$ cat config.mk
export PLATFORM = sky130hd
export DESIGN_NAME = tmc_top
export DESIGN_NICKNAME = d
export VERILOG_FILES = /design/src/tmc_pkg.sv /design/src/tmc_channel.sv /design/src/tmc_top.sv
export SDC_FILE = /design/constraint.sdc
export NUM_CORES = 1
export LEC_CHECK = 0
export BUFFER_PORTS_ARGS = -buffer_cell sky130_fd_sc_hd__buf_2
export CORE_ASPECT_RATIO = 0.7
export CORE_MARGIN = 2
export CORE_UTILIZATION = 25
export DETAILED_ROUTE_END_ITERATION = 12
export GPL_TIMING_DRIVEN = 0
export PLACE_DENSITY = 0.36
export SYNTH_ARGS = -nofsm -noshare
export SYNTH_HDL_FRONTEND = slang
export SYNTH_SLANG_ARGS = --single-unit
$ cat constraint.sdc
create_clock -name clock -period 12.3 [get_ports clock]
set_clock_uncertainty 0.1 [all_clocks]
set_input_delay 1.23 -clock clock [delete_from_list [all_inputs] [get_ports clock]]
set_output_delay 1.23 -clock clock [all_outputs]
set_load 0.005 [all_outputs]
$ cat src/tmc_pkg.sv
/*
 Package for the triple mode counter: register offsets, mode codes,
 reset values, timing constants and the carrier structs.
 Assumes a 125 MHz system clock and a 10 MHz measurement reference.
*/
package tmc_pkg;
    // Register offsets on the plain register port
    localparam logic [3:0] REG_COUNT0 = 4'h0;  // Count of counter 1
    localparam logic [3:0] REG_COUNT1 = 4'h1;  // Count of counter 2
    localparam logic [3:0] REG_COUNT2 = 4'h2;  // Count of counter 3
    localparam logic [3:0] REG_RESULT0 = 4'h4; // Latched result counter 1
    localparam logic [3:0] REG_RESULT1 = 4'h5; // Latched result counter 2
    localparam logic [3:0] REG_RESULT2 = 4'h6; // Latched result counter 3
    localparam logic [3:0] REG_MODE = 4'h8;    // Modes, 3 bits each
    localparam logic [3:0] REG_STATUS = 4'h9;  // Carry and borrow flags

    // Field positions in the mode word
    localparam int MODE_W = 3;            // Bits per mode field
    // Field positions in the status word
    localparam int STAT_CARRY_LSB = 0;    // Carry flags bits 2:0
    localparam int STAT_BORROW_LSB = 4;   // Borrow flags bits 6:4

    // Reset values
    localparam logic [15:0] COUNT_RST = 16'h0000;
    localparam logic [2:0] MODE_RST = 3'h0;

    // Reference timing
    localparam int CLK_MHZ = 125;         // System clock rate
    localparam int REF_MHZ = 10;          // Pulse-width reference rate
    localparam int REF_ACC_W = 8;         // Phase accumulator width

    // Operating modes
    typedef enum logic [2:0] {
        TMC_UPDOWN = 3'h0, // Pulse up/down
        TMC_QA_RISE = 3'h1, // Rising edges of phase A
        TMC_QB_RISE = 3'h2, // Rising edges of phase B
        TMC_QA_BOTH = 3'h3, // Both edges of phase A
        TMC_QB_BOTH = 3'h4, // Both edges of phase B
        TMC_QUAD4 = 3'h5,   // All edges, fourfold
        TMC_PWIDTH = 3'h6,  // Pulse width
        TMC_FREQ = 3'h7     // Frequency
    } tmc_mode_t;

    // Phase input pair of one counter
    typedef struct packed {
        logic phase_a_input; // First input
        logic phase_b_input; // Second input
    } tmc_phase_t;

    // Register port request
    typedef struct packed {
        logic [3:0] addr;   // Register index
        logic [15:0] wdata; // Write data
        logic wr;           // Write strobe
        logic rd;           // Read strobe
    } tmc_req_t;
endpackage

$ cat src/tmc_channel.sv
/*
 One counter channel of the triple mode counter: edge detection,
 mode decode, 16-bit count, result latch and carry/borrow flags.
 Assumes inputs synchronous to the clock and a one-cycle ref tick.
*/
`timescale 1ns/100ps
module tmc_channel (
    input  wire logic              clock,     // System clock
    input  wire logic              sys_rst,   // Sync reset, active high
    input  wire tmc_pkg::tmc_mode_t mode,     // Operating mode
    input  wire tmc_pkg::tmc_phase_t phase,   // Phase inputs
    input  wire logic              five_volt, // Mode 0 variant select
    input  wire logic              ref_tick,  // 10 MHz reference tick
    input  wire logic              load,      // Preset strobe
    input  wire logic [15:0]       load_val,  // Preset value
    output logic      [15:0]       count,     // Live count
    output logic      [15:0]       result,    // Latched result
    output logic                   carry_flag, // Sticky carry
    output logic                   borrow_flag // Sticky borrow
);
    logic       prev_a;      // Phase A one cycle ago
    logic       prev_b;      // Phase B one cycle ago
    logic       a_rise;      // Phase A rising edge
    logic       a_fall;      // Phase A falling edge
    logic       b_rise;      // Phase B rising edge
    logic       b_fall;      // Phase B falling edge
    logic       step;        // Count step this cycle
    logic       up;          // Direction of the step
    logic       quad_up;     // Quadrature direction
    logic       gate;        // Measurement window open
    logic [15:0] next_count; // Count after the step
    logic       cross_up;    // Negative to positive by counting up
    logic       cross_dn;    // Positive to negative by counting down

    // Edge history
    always_ff @(posedge clock) begin
        if (sys_rst) begin
            prev_a <= 1'b0;
            prev_b <= 1'b0;
        end else begin
            prev_a <= phase.phase_a_input;
            prev_b <= phase.phase_b_input;
        end
    end

    assign a_rise = phase.phase_a_input & ~prev_a;
    assign a_fall = ~phase.phase_a_input & prev_a;
    assign b_rise = phase.phase_b_input & ~prev_b;
    assign b_fall = ~phase.phase_b_input & prev_b;

    // Quadrature direction: A leading B counts up
    always_comb begin
        quad_up = 1'b0;
        if (a_rise | a_fall) begin
            quad_up = phase.phase_a_input ^ phase.phase_b_input;
        end else begin
            quad_up = ~(phase.phase_a_input ^ phase.phase_b_input);
        end
    end

    // Mode decode into step and direction
    always_comb begin
        step = 1'b0;
        up   = 1'b1;
        unique case (mode)
            tmc_pkg::TMC_UPDOWN: begin
                if (five_volt) begin
                    step = a_rise;
                    up   = ~phase.phase_b_input;
                end else begin
                    // Both at once cancel, so neither wins
                    step = (b_rise & ~phase.phase_a_input) ^
                           (a_rise & ~phase.phase_b_input);
                    up   = b_rise;
                end
            end
            tmc_pkg::TMC_QA_RISE: begin
                step = a_rise;
                up   = quad_up;
            end
            tmc_pkg::TMC_QB_RISE: begin
                step = b_rise;
                up   = quad_up;
            end
            tmc_pkg::TMC_QA_BOTH: begin
                step = a_rise | a_fall;
                up   = quad_up;
            end
            tmc_pkg::TMC_QB_BOTH: begin
                step = b_rise | b_fall;
                up   = quad_up;
            end
            tmc_pkg::TMC_QUAD4: begin
                // Simultaneous edges are a glitch; skip them
                step = (a_rise | a_fall) ^ (b_rise | b_fall);
                up   = quad_up;
            end
            tmc_pkg::TMC_PWIDTH: begin
                step = gate & ref_tick;
                up   = ~phase.phase_b_input;
            end
            tmc_pkg::TMC_FREQ: begin
                step = gate & a_rise;
                up   = 1'b1;
            end
        endcase
    end

    // Measurement window for modes 6 and 7
    always_ff @(posedge clock) begin
        if (sys_rst) begin
            gate <= 1'b0;
        end else if (mode == tmc_pkg::TMC_PWIDTH) begin
            if (a_fall) begin
                gate <= 1'b1;
            end else if (a_rise) begin
                gate <= 1'b0;
            end
        end else if (mode == tmc_pkg::TMC_FREQ) begin
            if (b_fall) begin
                gate <= 1'b1;
            end else if (b_rise) begin
                gate <= 1'b0;
            end
        end else begin
            gate <= 1'b0;
        end
    end

    // Wraps modulo 2^16 by plain truncation
    assign next_count = up ? 16'(count + 16'h0001)
                           : 16'(count - 16'h0001);
    assign cross_up = step & up & count[15] & ~next_count[15];
    assign cross_dn = step & ~up & ~count[15] & next_count[15];

    // Count register
    always_ff @(posedge clock) begin
        if (sys_rst) begin
            count <= tmc_pkg::COUNT_RST;
        end else if (load) begin
            count <= load_val;
        end else if (mode == tmc_pkg::TMC_FREQ && b_rise && gate) begin
            count <= tmc_pkg::COUNT_RST;
        end else if (step) begin
            count <= next_count;
        end
    end

    // Result latch for the measuring modes
    always_ff @(posedge clock) begin
        if (sys_rst) begin
            result <= tmc_pkg::COUNT_RST;
        end else if (mode == tmc_pkg::TMC_PWIDTH && a_rise && gate) begin
            result <= count;
        end else if (mode == tmc_pkg::TMC_FREQ && b_rise && gate) begin
            result <= count;
        end
    end

    // Sticky flags; a preset in the event cycle clears them, because
    // the preset value replaces the count that made the event
    always_ff @(posedge clock) begin
        if (sys_rst) begin
            carry_flag  <= 1'b0;
            borrow_flag <= 1'b0;
        end else if (cross_up & ~load) begin
            carry_flag  <= 1'b1;
            borrow_flag <= 1'b0;
        end else if (cross_dn & ~load) begin
            borrow_flag <= 1'b1;
            carry_flag  <= 1'b0;
        end else if (load) begin
            carry_flag  <= 1'b0;
            borrow_flag <= 1'b0;
        end
    end
endmodule

$ cat src/tmc_top.sv
/*
 Top of the triple mode counter: three channels, the 10 MHz reference
 tick generator and the register port (read data one cycle later).
 Assumes all inputs synchronous to the 125 MHz clock; the host keeps
 counter numbers valid and holds off while it is restarting.
*/
`timescale 1ns/100ps
module tmc_top (
    input  wire logic              clock,     // 125 MHz system clock
    input  wire logic              sys_rst,   // Sync reset, active high
    input  wire tmc_pkg::tmc_req_t req,       // Register port request
    output logic      [15:0]       rdata,     // Read data, next cycle
    input  wire tmc_pkg::tmc_phase_t [2:0] phase, // Phase input pairs
    input  wire logic              five_volt, // Mode 0 variant select
    output logic      [2:0]        carry_flag, // Carry per counter
    output logic      [2:0]        borrow_flag // Borrow per counter
);
    localparam int CH = 3;                  // Number of counters

    tmc_pkg::tmc_mode_t [2:0] mode;         // Mode per counter
    logic [2:0][15:0] count;                // Live counts
    logic [2:0][15:0] result;               // Latched results
    logic [2:0]       load;                 // Preset strobes
    logic [tmc_pkg::REF_ACC_W-1:0] ref_acc; // Reference phase
    logic [tmc_pkg::REF_ACC_W:0]   ref_sum; // Accumulator sum
    logic             ref_tick;             // 10 MHz tick
    logic [15:0]      next_rdata;           // Read mux output

    // Fractional divider: 10 ticks per 125 clocks, 10 MHz on average
    assign ref_sum = {1'b0, ref_acc} +
                     (tmc_pkg::REF_ACC_W+1)'(tmc_pkg::REF_MHZ);
    always_ff @(posedge clock) begin
        if (sys_rst) begin
            ref_acc  <= '0;
            ref_tick <= 1'b0;
        end else if (ref_sum >= (tmc_pkg::REF_ACC_W+1)'(tmc_pkg::CLK_MHZ)) begin
            ref_acc  <= tmc_pkg::REF_ACC_W'(ref_sum -
                        (tmc_pkg::REF_ACC_W+1)'(tmc_pkg::CLK_MHZ));
            ref_tick <= 1'b1;
        end else begin
            ref_acc  <= ref_sum[tmc_pkg::REF_ACC_W-1:0];
            ref_tick <= 1'b0;
        end
    end

    // Mode register, one field per counter
    always_ff @(posedge clock) begin
        if (sys_rst) begin
            for (int i = 0; i < CH; i++) begin
                mode[i] <= tmc_pkg::tmc_mode_t'(tmc_pkg::MODE_RST);
            end
        end else if (req.wr && req.addr == tmc_pkg::REG_MODE) begin
            for (int i = 0; i < CH; i++) begin
                mode[i] <= tmc_pkg::tmc_mode_t'(
                    req.wdata[i*tmc_pkg::MODE_W +: tmc_pkg::MODE_W]);
            end
        end
    end

    // Preset decode; writes to a count offset load that counter
    always_comb begin
        load = '0;
        if (req.wr) begin
            unique case (req.addr)
                tmc_pkg::REG_COUNT0: load = 3'h1;
                tmc_pkg::REG_COUNT1: load = 3'h2;
                tmc_pkg::REG_COUNT2: load = 3'h4;
                default:             load = 3'h0;
            endcase
        end
    end

    // Three identical channels
    for (genvar g = 0; g < CH; g++) begin : g_ch
        tmc_channel u_ch (
            .clock       (clock),
            .sys_rst     (sys_rst),
            .mode        (mode[g]),
            .phase       (phase[g]),
            .five_volt   (five_volt),
            .ref_tick    (ref_tick),
            .load        (load[g]),
            .load_val    (req.wdata),
            .count       (count[g]),
            .result      (result[g]),
            .carry_flag  (carry_flag[g]),
            .borrow_flag (borrow_flag[g])
        );
    end

    // Read mux; unmapped offsets read zero
    always_comb begin
        next_rdata = 16'h0000;
        unique case (req.addr)
            tmc_pkg::REG_COUNT0:  next_rdata = count[0];
            tmc_pkg::REG_COUNT1:  next_rdata = count[1];
            tmc_pkg::REG_COUNT2:  next_rdata = count[2];
            tmc_pkg::REG_RESULT0: next_rdata = result[0];
            tmc_pkg::REG_RESULT1: next_rdata = result[1];
            tmc_pkg::REG_RESULT2: next_rdata = result[2];
            tmc_pkg::REG_MODE:    next_rdata = {7'h00, mode[2], mode[1],
                                                mode[0]};
            tmc_pkg::REG_STATUS:  next_rdata = {9'h000, borrow_flag,
                                                1'b0, carry_flag};
            default:              next_rdata = 16'h0000;
        endcase
    end

    // Read data stand one cycle after the strobe only
    always_ff @(posedge clock) begin
        if (sys_rst) begin
            rdata <= 16'h0000;
        end else if (req.rd) begin
            rdata <= next_rdata;
        end else begin
            rdata <= 16'h0000;
        end
    end
endmodule

== Yosys cells after proc, flatten, opt, wreduce, memory -nomap -nowiden ==
Index checks and enable logic that the tools add are counted.

* Register bits after elaboration: 145
* Input bits: 31
* Output and inout bits: 22
* Word-level logic and storage cells: 268

* $add $sub $neg: 8
* $lt $le $gt $ge: 1
* Equal/unequal tests: 34
* Multiplexer cells: 68
* Bitwise operators: 91
* Reduce and logical (&&, ||, !) cells: 39

{| class="wikitable"
|+ Operators with widths
! operator !! number
|-
| 16-bit 2-to-1 mux || 18
|-
| 16-bit one-hot mux with 8 select lines || 1
|-
| 16-bit by 1-bit adder with 16-bit output, second input constant || 3
|-
| 1-bit AND || 48
|-
| 16-bit by 1-bit subtractor with 16-bit output, second input constant || 3
|-
| 1-bit 2-to-1 mux || 40
|-
| 3-bit equality test, second input constant || 12
|-
| 1-bit inverter || 28
|-
| 1-bit one-hot mux with 8 select lines || 3
|-
| 3-bit by 2-bit equality test with 1-bit output, second input constant || 6
|-
| 3-bit nonzero test || 6
|-
| 5-bit OR reduction || 3
|-
| 1-bit logical AND || 13
|-
| 4-bit by 3-bit equality test with 1-bit output, second input constant || 3
|-
| 4-bit by 1-bit inequality test with 1-bit output, second input constant || 3
|-
| 1-bit one-hot mux with 4 select lines || 3
|-
| 2-bit nonzero test || 6
|-
| 8-bit by 4-bit adder with 9-bit output, second input constant || 1
|-
| 3-bit by 1-bit equality test with 1-bit output, second input constant || 3
|-
| 9-bit by 7-bit greater-or-equal comparator with 1-bit output, second input constant || 1
|-
| 3-bit logical NOT || 3
|-
| 3-bit by 1-bit inequality test with 1-bit output, second input constant || 3
|-
| 3-bit one-hot mux with 3 select lines || 1
|-
| 1-bit XOR || 9
|-
| 10 further kinds || 21
|}

== Logic depth before layout (Yosys ltp) ==
* Word-level depth: 12
* Depth in mapped cells: 15
* Depth with buffers taken out: 15

== Modules after synthesis ==
A second synthesis with hierarchy kept.

* Cell total of the unflattened synthesis: 1,146
* Area total of the unflattened synthesis: 9,680.5 sq um

{| class="wikitable"
|+ By module, submodules not included
! module !! times used !! cells each !! area each (sq um) !! sequential area each (sq um)
|-
| tmc_channel || 3 || 300 || 2,511.2 || 740.7
|-
| tmc_top || 1 || 246 || 2,147.1 || 680.7
|}

== Least setup slack after synthesis ==
No wires, ideal clock.

* Path type: in2reg
* Start: in phase[5] (netlist name)
* End: reg g_ch[2].u_ch.count[14]
* Setup time: 86 ps
* Data arrival time: 4,552 ps
* Data required time: 12,114 ps
* Setup slack: 7,563 ps
* Stages: 15
* Path buffers: 0
* Cell sequence: inv_1 > ha_1 > xnor2_1 > xnor2_1 > o21ai_0 > a21oi_1 > inv_1 > fa_1 > nand2b_1 > a21oi_1 > o21ai_0 > o31ai_1 > xor2_1 > a22oi_1 > a211oi_1

* Word-level cells in the longest chain between the ends: 9
* Elaborated cells between the ends (all ways): 20
* Classes of those cells: 8 x mux; 11 x bitwise; 1 x reduce/logical

{| class="wikitable"
|+ RTL lines
! item !! line !! RTL
|-
| start: declaration || tmc_top.sv:13 || <nowiki>input wire tmc_pkg::tmc_phase_t [2:0] phase,</nowiki>
|-
| 1-bit inverter || tmc_channel.sv:47, tmc_channel.sv:72 ||
|-
| 1-bit AND || tmc_channel.sv:47 || <nowiki>assign a_fall = ~phase.phase_a_input & prev_a;</nowiki>
|-
| 1-bit OR || tmc_channel.sv:54, tmc_channel.sv:86, tmc_channel.sv:95 ||
|-
| 1-bit 2-to-1 mux || tmc_channel.sv:54 || <nowiki>if (a_rise | a_fall) begin</nowiki>
|-
| 1-bit one-hot mux with 4 select lines || tmc_channel.sv:65 || <nowiki>unique case (mode)</nowiki>
|-
| 16-bit 2-to-1 mux || tmc_channel.sv:131 || <nowiki>assign next_count = up ? 16'(count + 16'h0001)</nowiki>
|-
| 16-bit 2-to-1 mux || tmc_channel.sv:144 || <nowiki>end else if (step) begin</nowiki>
|-
| 16-bit 2-to-1 mux || tmc_channel.sv:142 || <nowiki>end else if (mode == tmc_pkg::TMC_FREQ && b_rise && gate) begin</nowiki>
|-
| 16-bit 2-to-1 mux || tmc_channel.sv:140 || <nowiki>end else if (load) begin</nowiki>
|-
| end signal: assignment || tmc_channel.sv:141 || <nowiki>count <= load_val;</nowiki>
|-
| end signal: assignment || tmc_channel.sv:143 || <nowiki>count <= tmc_pkg::COUNT_RST;</nowiki>
|-
| end signal: assignment || tmc_channel.sv:145 || <nowiki>count <= next_count;</nowiki>
|-
| end: declaration || tmc_channel.sv:16 || <nowiki>output logic [15:0] count,</nowiki>
|}

Parallel ways exist; a longest one is shown, timed or not. The select of a mux whose other input is x is not followed.
A chain may end at the register's enable or synchronous reset.

== Worst setup path in the final report ==
* Start: in phase[3] (netlist name)
* End: reg g_ch[1].u_ch.count[10]

* Word-level cells in the longest chain between the ends: 9
* Elaborated cells between the ends (all ways): 20
* Classes of those cells: 8 x mux; 11 x bitwise; 1 x reduce/logical

{| class="wikitable"
|+ RTL lines
! item !! line
|-
| 1-bit inverter || tmc_channel.sv:47, tmc_channel.sv:72
|-
| 1-bit AND || tmc_channel.sv:47
|-
| 1-bit OR || tmc_channel.sv:54, tmc_channel.sv:86, tmc_channel.sv:95
|-
| 1-bit 2-to-1 mux || tmc_channel.sv:54
|-
| 1-bit one-hot mux with 4 select lines || tmc_channel.sv:65
|-
| 16-bit 2-to-1 mux || tmc_channel.sv:131
|-
| 16-bit 2-to-1 mux || tmc_channel.sv:144
|-
| 16-bit 2-to-1 mux || tmc_channel.sv:142
|-
| 16-bit 2-to-1 mux || tmc_channel.sv:140
|-
| end signal: assignment || tmc_channel.sv:141
|-
| end signal: assignment || tmc_channel.sv:143
|-
| end signal: assignment || tmc_channel.sv:145
|-
| end: declaration || tmc_channel.sv:16
|}

Parallel ways exist; a longest one is shown, timed or not. The select of a mux whose other input is x is not followed.

==> out/results.txt <==
Setup crit start kind = primary input
row cnt = 60
drt drc = 0
Post-CTS Setup Bufs = 0
Period Utilization, post-route = 39.3%
RSZ-0062 raised after global routing = false
#FFs+latches synth = 145
core area = 0.0383 sq mm
GR Overflow Total = 0
WL final = 38000 um
reg-to-reg critical path endpoint = g_ch[1].u_ch.count[10]
TritonCTS buffer count = 17
Post-DRT Antenna Nets = 0
status = completed
worst reg2reg startpoint = g_ch[1].u_ch.prev_a
P&R area growth vs syn = 15.8%
Die Y-Extent = 169 um
Hold Slack = 397 ps
total power = 1720 uW
initial DRC count = 741
fillers = 4149
H-tree levels = 4
Syn Nets = 1264
P_leak = 0.00425 uW
detailed placement HPWL = 29800 um
Sink Count = 145
Max Freq = 207 MHz
Final Hold Vio Count = 0
Post-Place Worst Slack = 7020 ps
worst min path class = reg -> reg
largest net degree at the start of global routing = 17
Unique masters post-synth = 75
die width = 239 um
TritonCTS clock tree = yes
Max Buffers Root-to-Sink = 2
CP Launch Point = phase[3]
worst ir drop on vdd = 73.6 uV
WL per Instance = 21.8 um
commonest cells after routing, fill and taps aside = 160 x nor2_1, 145 x dfxtp_1, 69 x mux2i_1
Final setup viols = 0
crit-path max FO = 15
Setup WS post-layout = 7470 ps
Synth Instances = 1168
top cell type's share of synthesized area = 30.0%
Max-Cap Viols = 0
initial antenna violation count = 3
commonest non-fill, non-tap cell in the layout = nor2_1
Least-Margin Pin Slew = 1170 ps
all-layer global routing usage = 19.1%
clk_lat worst skew = 450 ps
Synth Cell Area = 0.00967 sq mm
cts repair resizes = 0
first-pass iteration count of the detailed router = 7
WS Path Type = in -> reg
CTS Hold Bufs = 0
R2R Setup Slk = 8170 ps
Root Buffer = clkbuf_16
Clock Pin Slew Worst Setup and Hold Paths = 60 ps
Synth Warn # = 0
crit path capture type = flop
Via Count = 9055
first-pass GRT wire length = 56600 um
area leader, netlist = dfxtp_1
nets = 1333
Top FF cell, synth = dfxtp_1
starting density of the core = 25.2%
Avg Synthesized Cell Area = 8.28 sq um
DP Cell Count = 1714
Non-Filler Instances = 1746
critical path endpoint = g_ch[1].u_ch.count[10]
# IOs = 53
IO Port Bufs = 49
GP Congestion = 0.850
Antenna diodes = 0
Slew headroom = 21.9%
Tmin final = 4830 ps
number of synthesized flops with an enable pin = 0
Max Slew Vio Count = 0
fraction of layout cells with a size suffix above 1 = 12.5%
Worst Path Required = 12490 ps
top post-synthesis cells by area = dfxtp_1 30%, ha_1 8.0%, mux2i_1 7.1%, nor2_1 6.2%, a21oi_1 3.5%
crit path DAT = 5010 ps
full die area = 0.0403 sq mm
power per cell area = 154 mW/mm^2
final setup TNS = 0 ps
Seq/Total Area, Yosys = 30.0%
ys async rst share = 0%
reg2reg path depth = 14
DR vias/cell = 5.19
vias in the first global route = 8656
==> where the power goes <==
group	leakage (uW)	switching (uW)	internal, uW
clock network	0.000305	231	350
logic	0.00276	328	230
registers	0.00118	73.2	511
total	0.00425	632	1090
==> critical path, stage by stage <==
cell and delay (ps):
buf_2 120, inv_1 70, ha_1 360, xnor2_1 190, xnor2_1 130, o21ai_0 100
a22o_1 320, inv_1 440, ha_1 380, nor2b_1 160, o31a_1 280, o41ai_1 420
a21oi_1 150, or3_1 320, a32oi_1 220, a211oi_1 100
==> per-stage QoR <==
stage	instance area, sq um	utilization [%]
2_1_floorplan	9670	-
3_3_place_gp	10500	27.5
3_5_place_dp	10600	27.6
4_1_cts	11200	29.2
5_1_grt	11200	29.2
6_report	11200	29.2
==> sequential cells by signal, indices dropped and copies added, names as in the netlist <==
signal and cells:
g_ch.u_ch.result 48, g_ch.u_ch.prev_b 3, g_ch.u_ch.count 48, rdata 16, g_ch.u_ch.carry_flag 3, g_ch.u_ch.prev_a 3, g_ch.u_ch.gate 3, ref_tick 1
g_ch.u_ch.borrow_flag 3, mode 9, ref_acc 8
==> layer usage <==
metal  vias up  global-route usage (%)  share of wire, %
met5         -                       0                 0
met4         0                    4.78               1.1
met3        22                    2.28               4.4
met2       201                    26.5                40
met1      4386                    30.5                55
li1       4446                       -                 -
==> synth_stat cells, types with 6 or more instances <==
master,number
inv_1,38
ha_1,62
xor2_1,21
nor2_2,6
a32oi_1,8
a21o_1,10
xnor2_1,30
nand3_1,25
o22ai_1,6
mux2i_1,69
o21bai_1,9
o31ai_1,6
clkbuf_1,35
dfxtp_1,145
nor2_1,160
o21ai_0,51
buf_4,11
a221oi_1,17
nand2_1,61
a21oi_1,68
nand4_1,6
o21a_1,6
a22oi_1,45
a222oi_1,7
nor2b_1,21
o211ai_1,6
or3_1,8
a211oi_1,27
or2_2,7
a211oi_2,9
nor3_1,26
a31oi_1,23
nand2b_1,34
buf_2,16
==> cells by family after synthesis <==
kind of cell / Yosys count / share of synthesized area (%)
buffers and inverters: 105 / 5.11
xor gates and xnor gates: 51 / 4.62
and+or+nand+nor: 382 / 18.6
muxes: 70 / 7.26
AOI/OAI and AO/OA: 350 / 25.7
DFF: 145 / 30.0
adders and majority gates: 65 / 8.65
==> worst min path at each step <==
stage                                  from  slack [ps]  cells after the start                      end
global placement     g_ch[1].u_ch.result[8]         380                      2   g_ch[1].u_ch.result[8]
finish              g_ch[0].u_ch.result[13]         400                      2  g_ch[0].u_ch.result[13]
floorplan            g_ch[0].u_ch.result[1]         360                      2   g_ch[0].u_ch.result[1]
detailed placement   g_ch[1].u_ch.result[8]         380                      2   g_ch[1].u_ch.result[8]
CTS                  g_ch[1].u_ch.result[8]         400                      2   g_ch[1].u_ch.result[8]
global route        g_ch[1].u_ch.result[14]         410                      2  g_ch[1].u_ch.result[14]
==> area by class of cell <==
cell class	count	area [sq um]	area share, %
buffer	67	352	3.14
clock buffer	19	453	4.05
clock inverter	13	184	1.64
inverter	38	143	1.27
multi-input combinational	918	6280	56.1
sequential	145	2900	25.9
tap	496	621	5.54
timing repair buffer	50	260	2.33
Power figures use the tool's default switching activity.
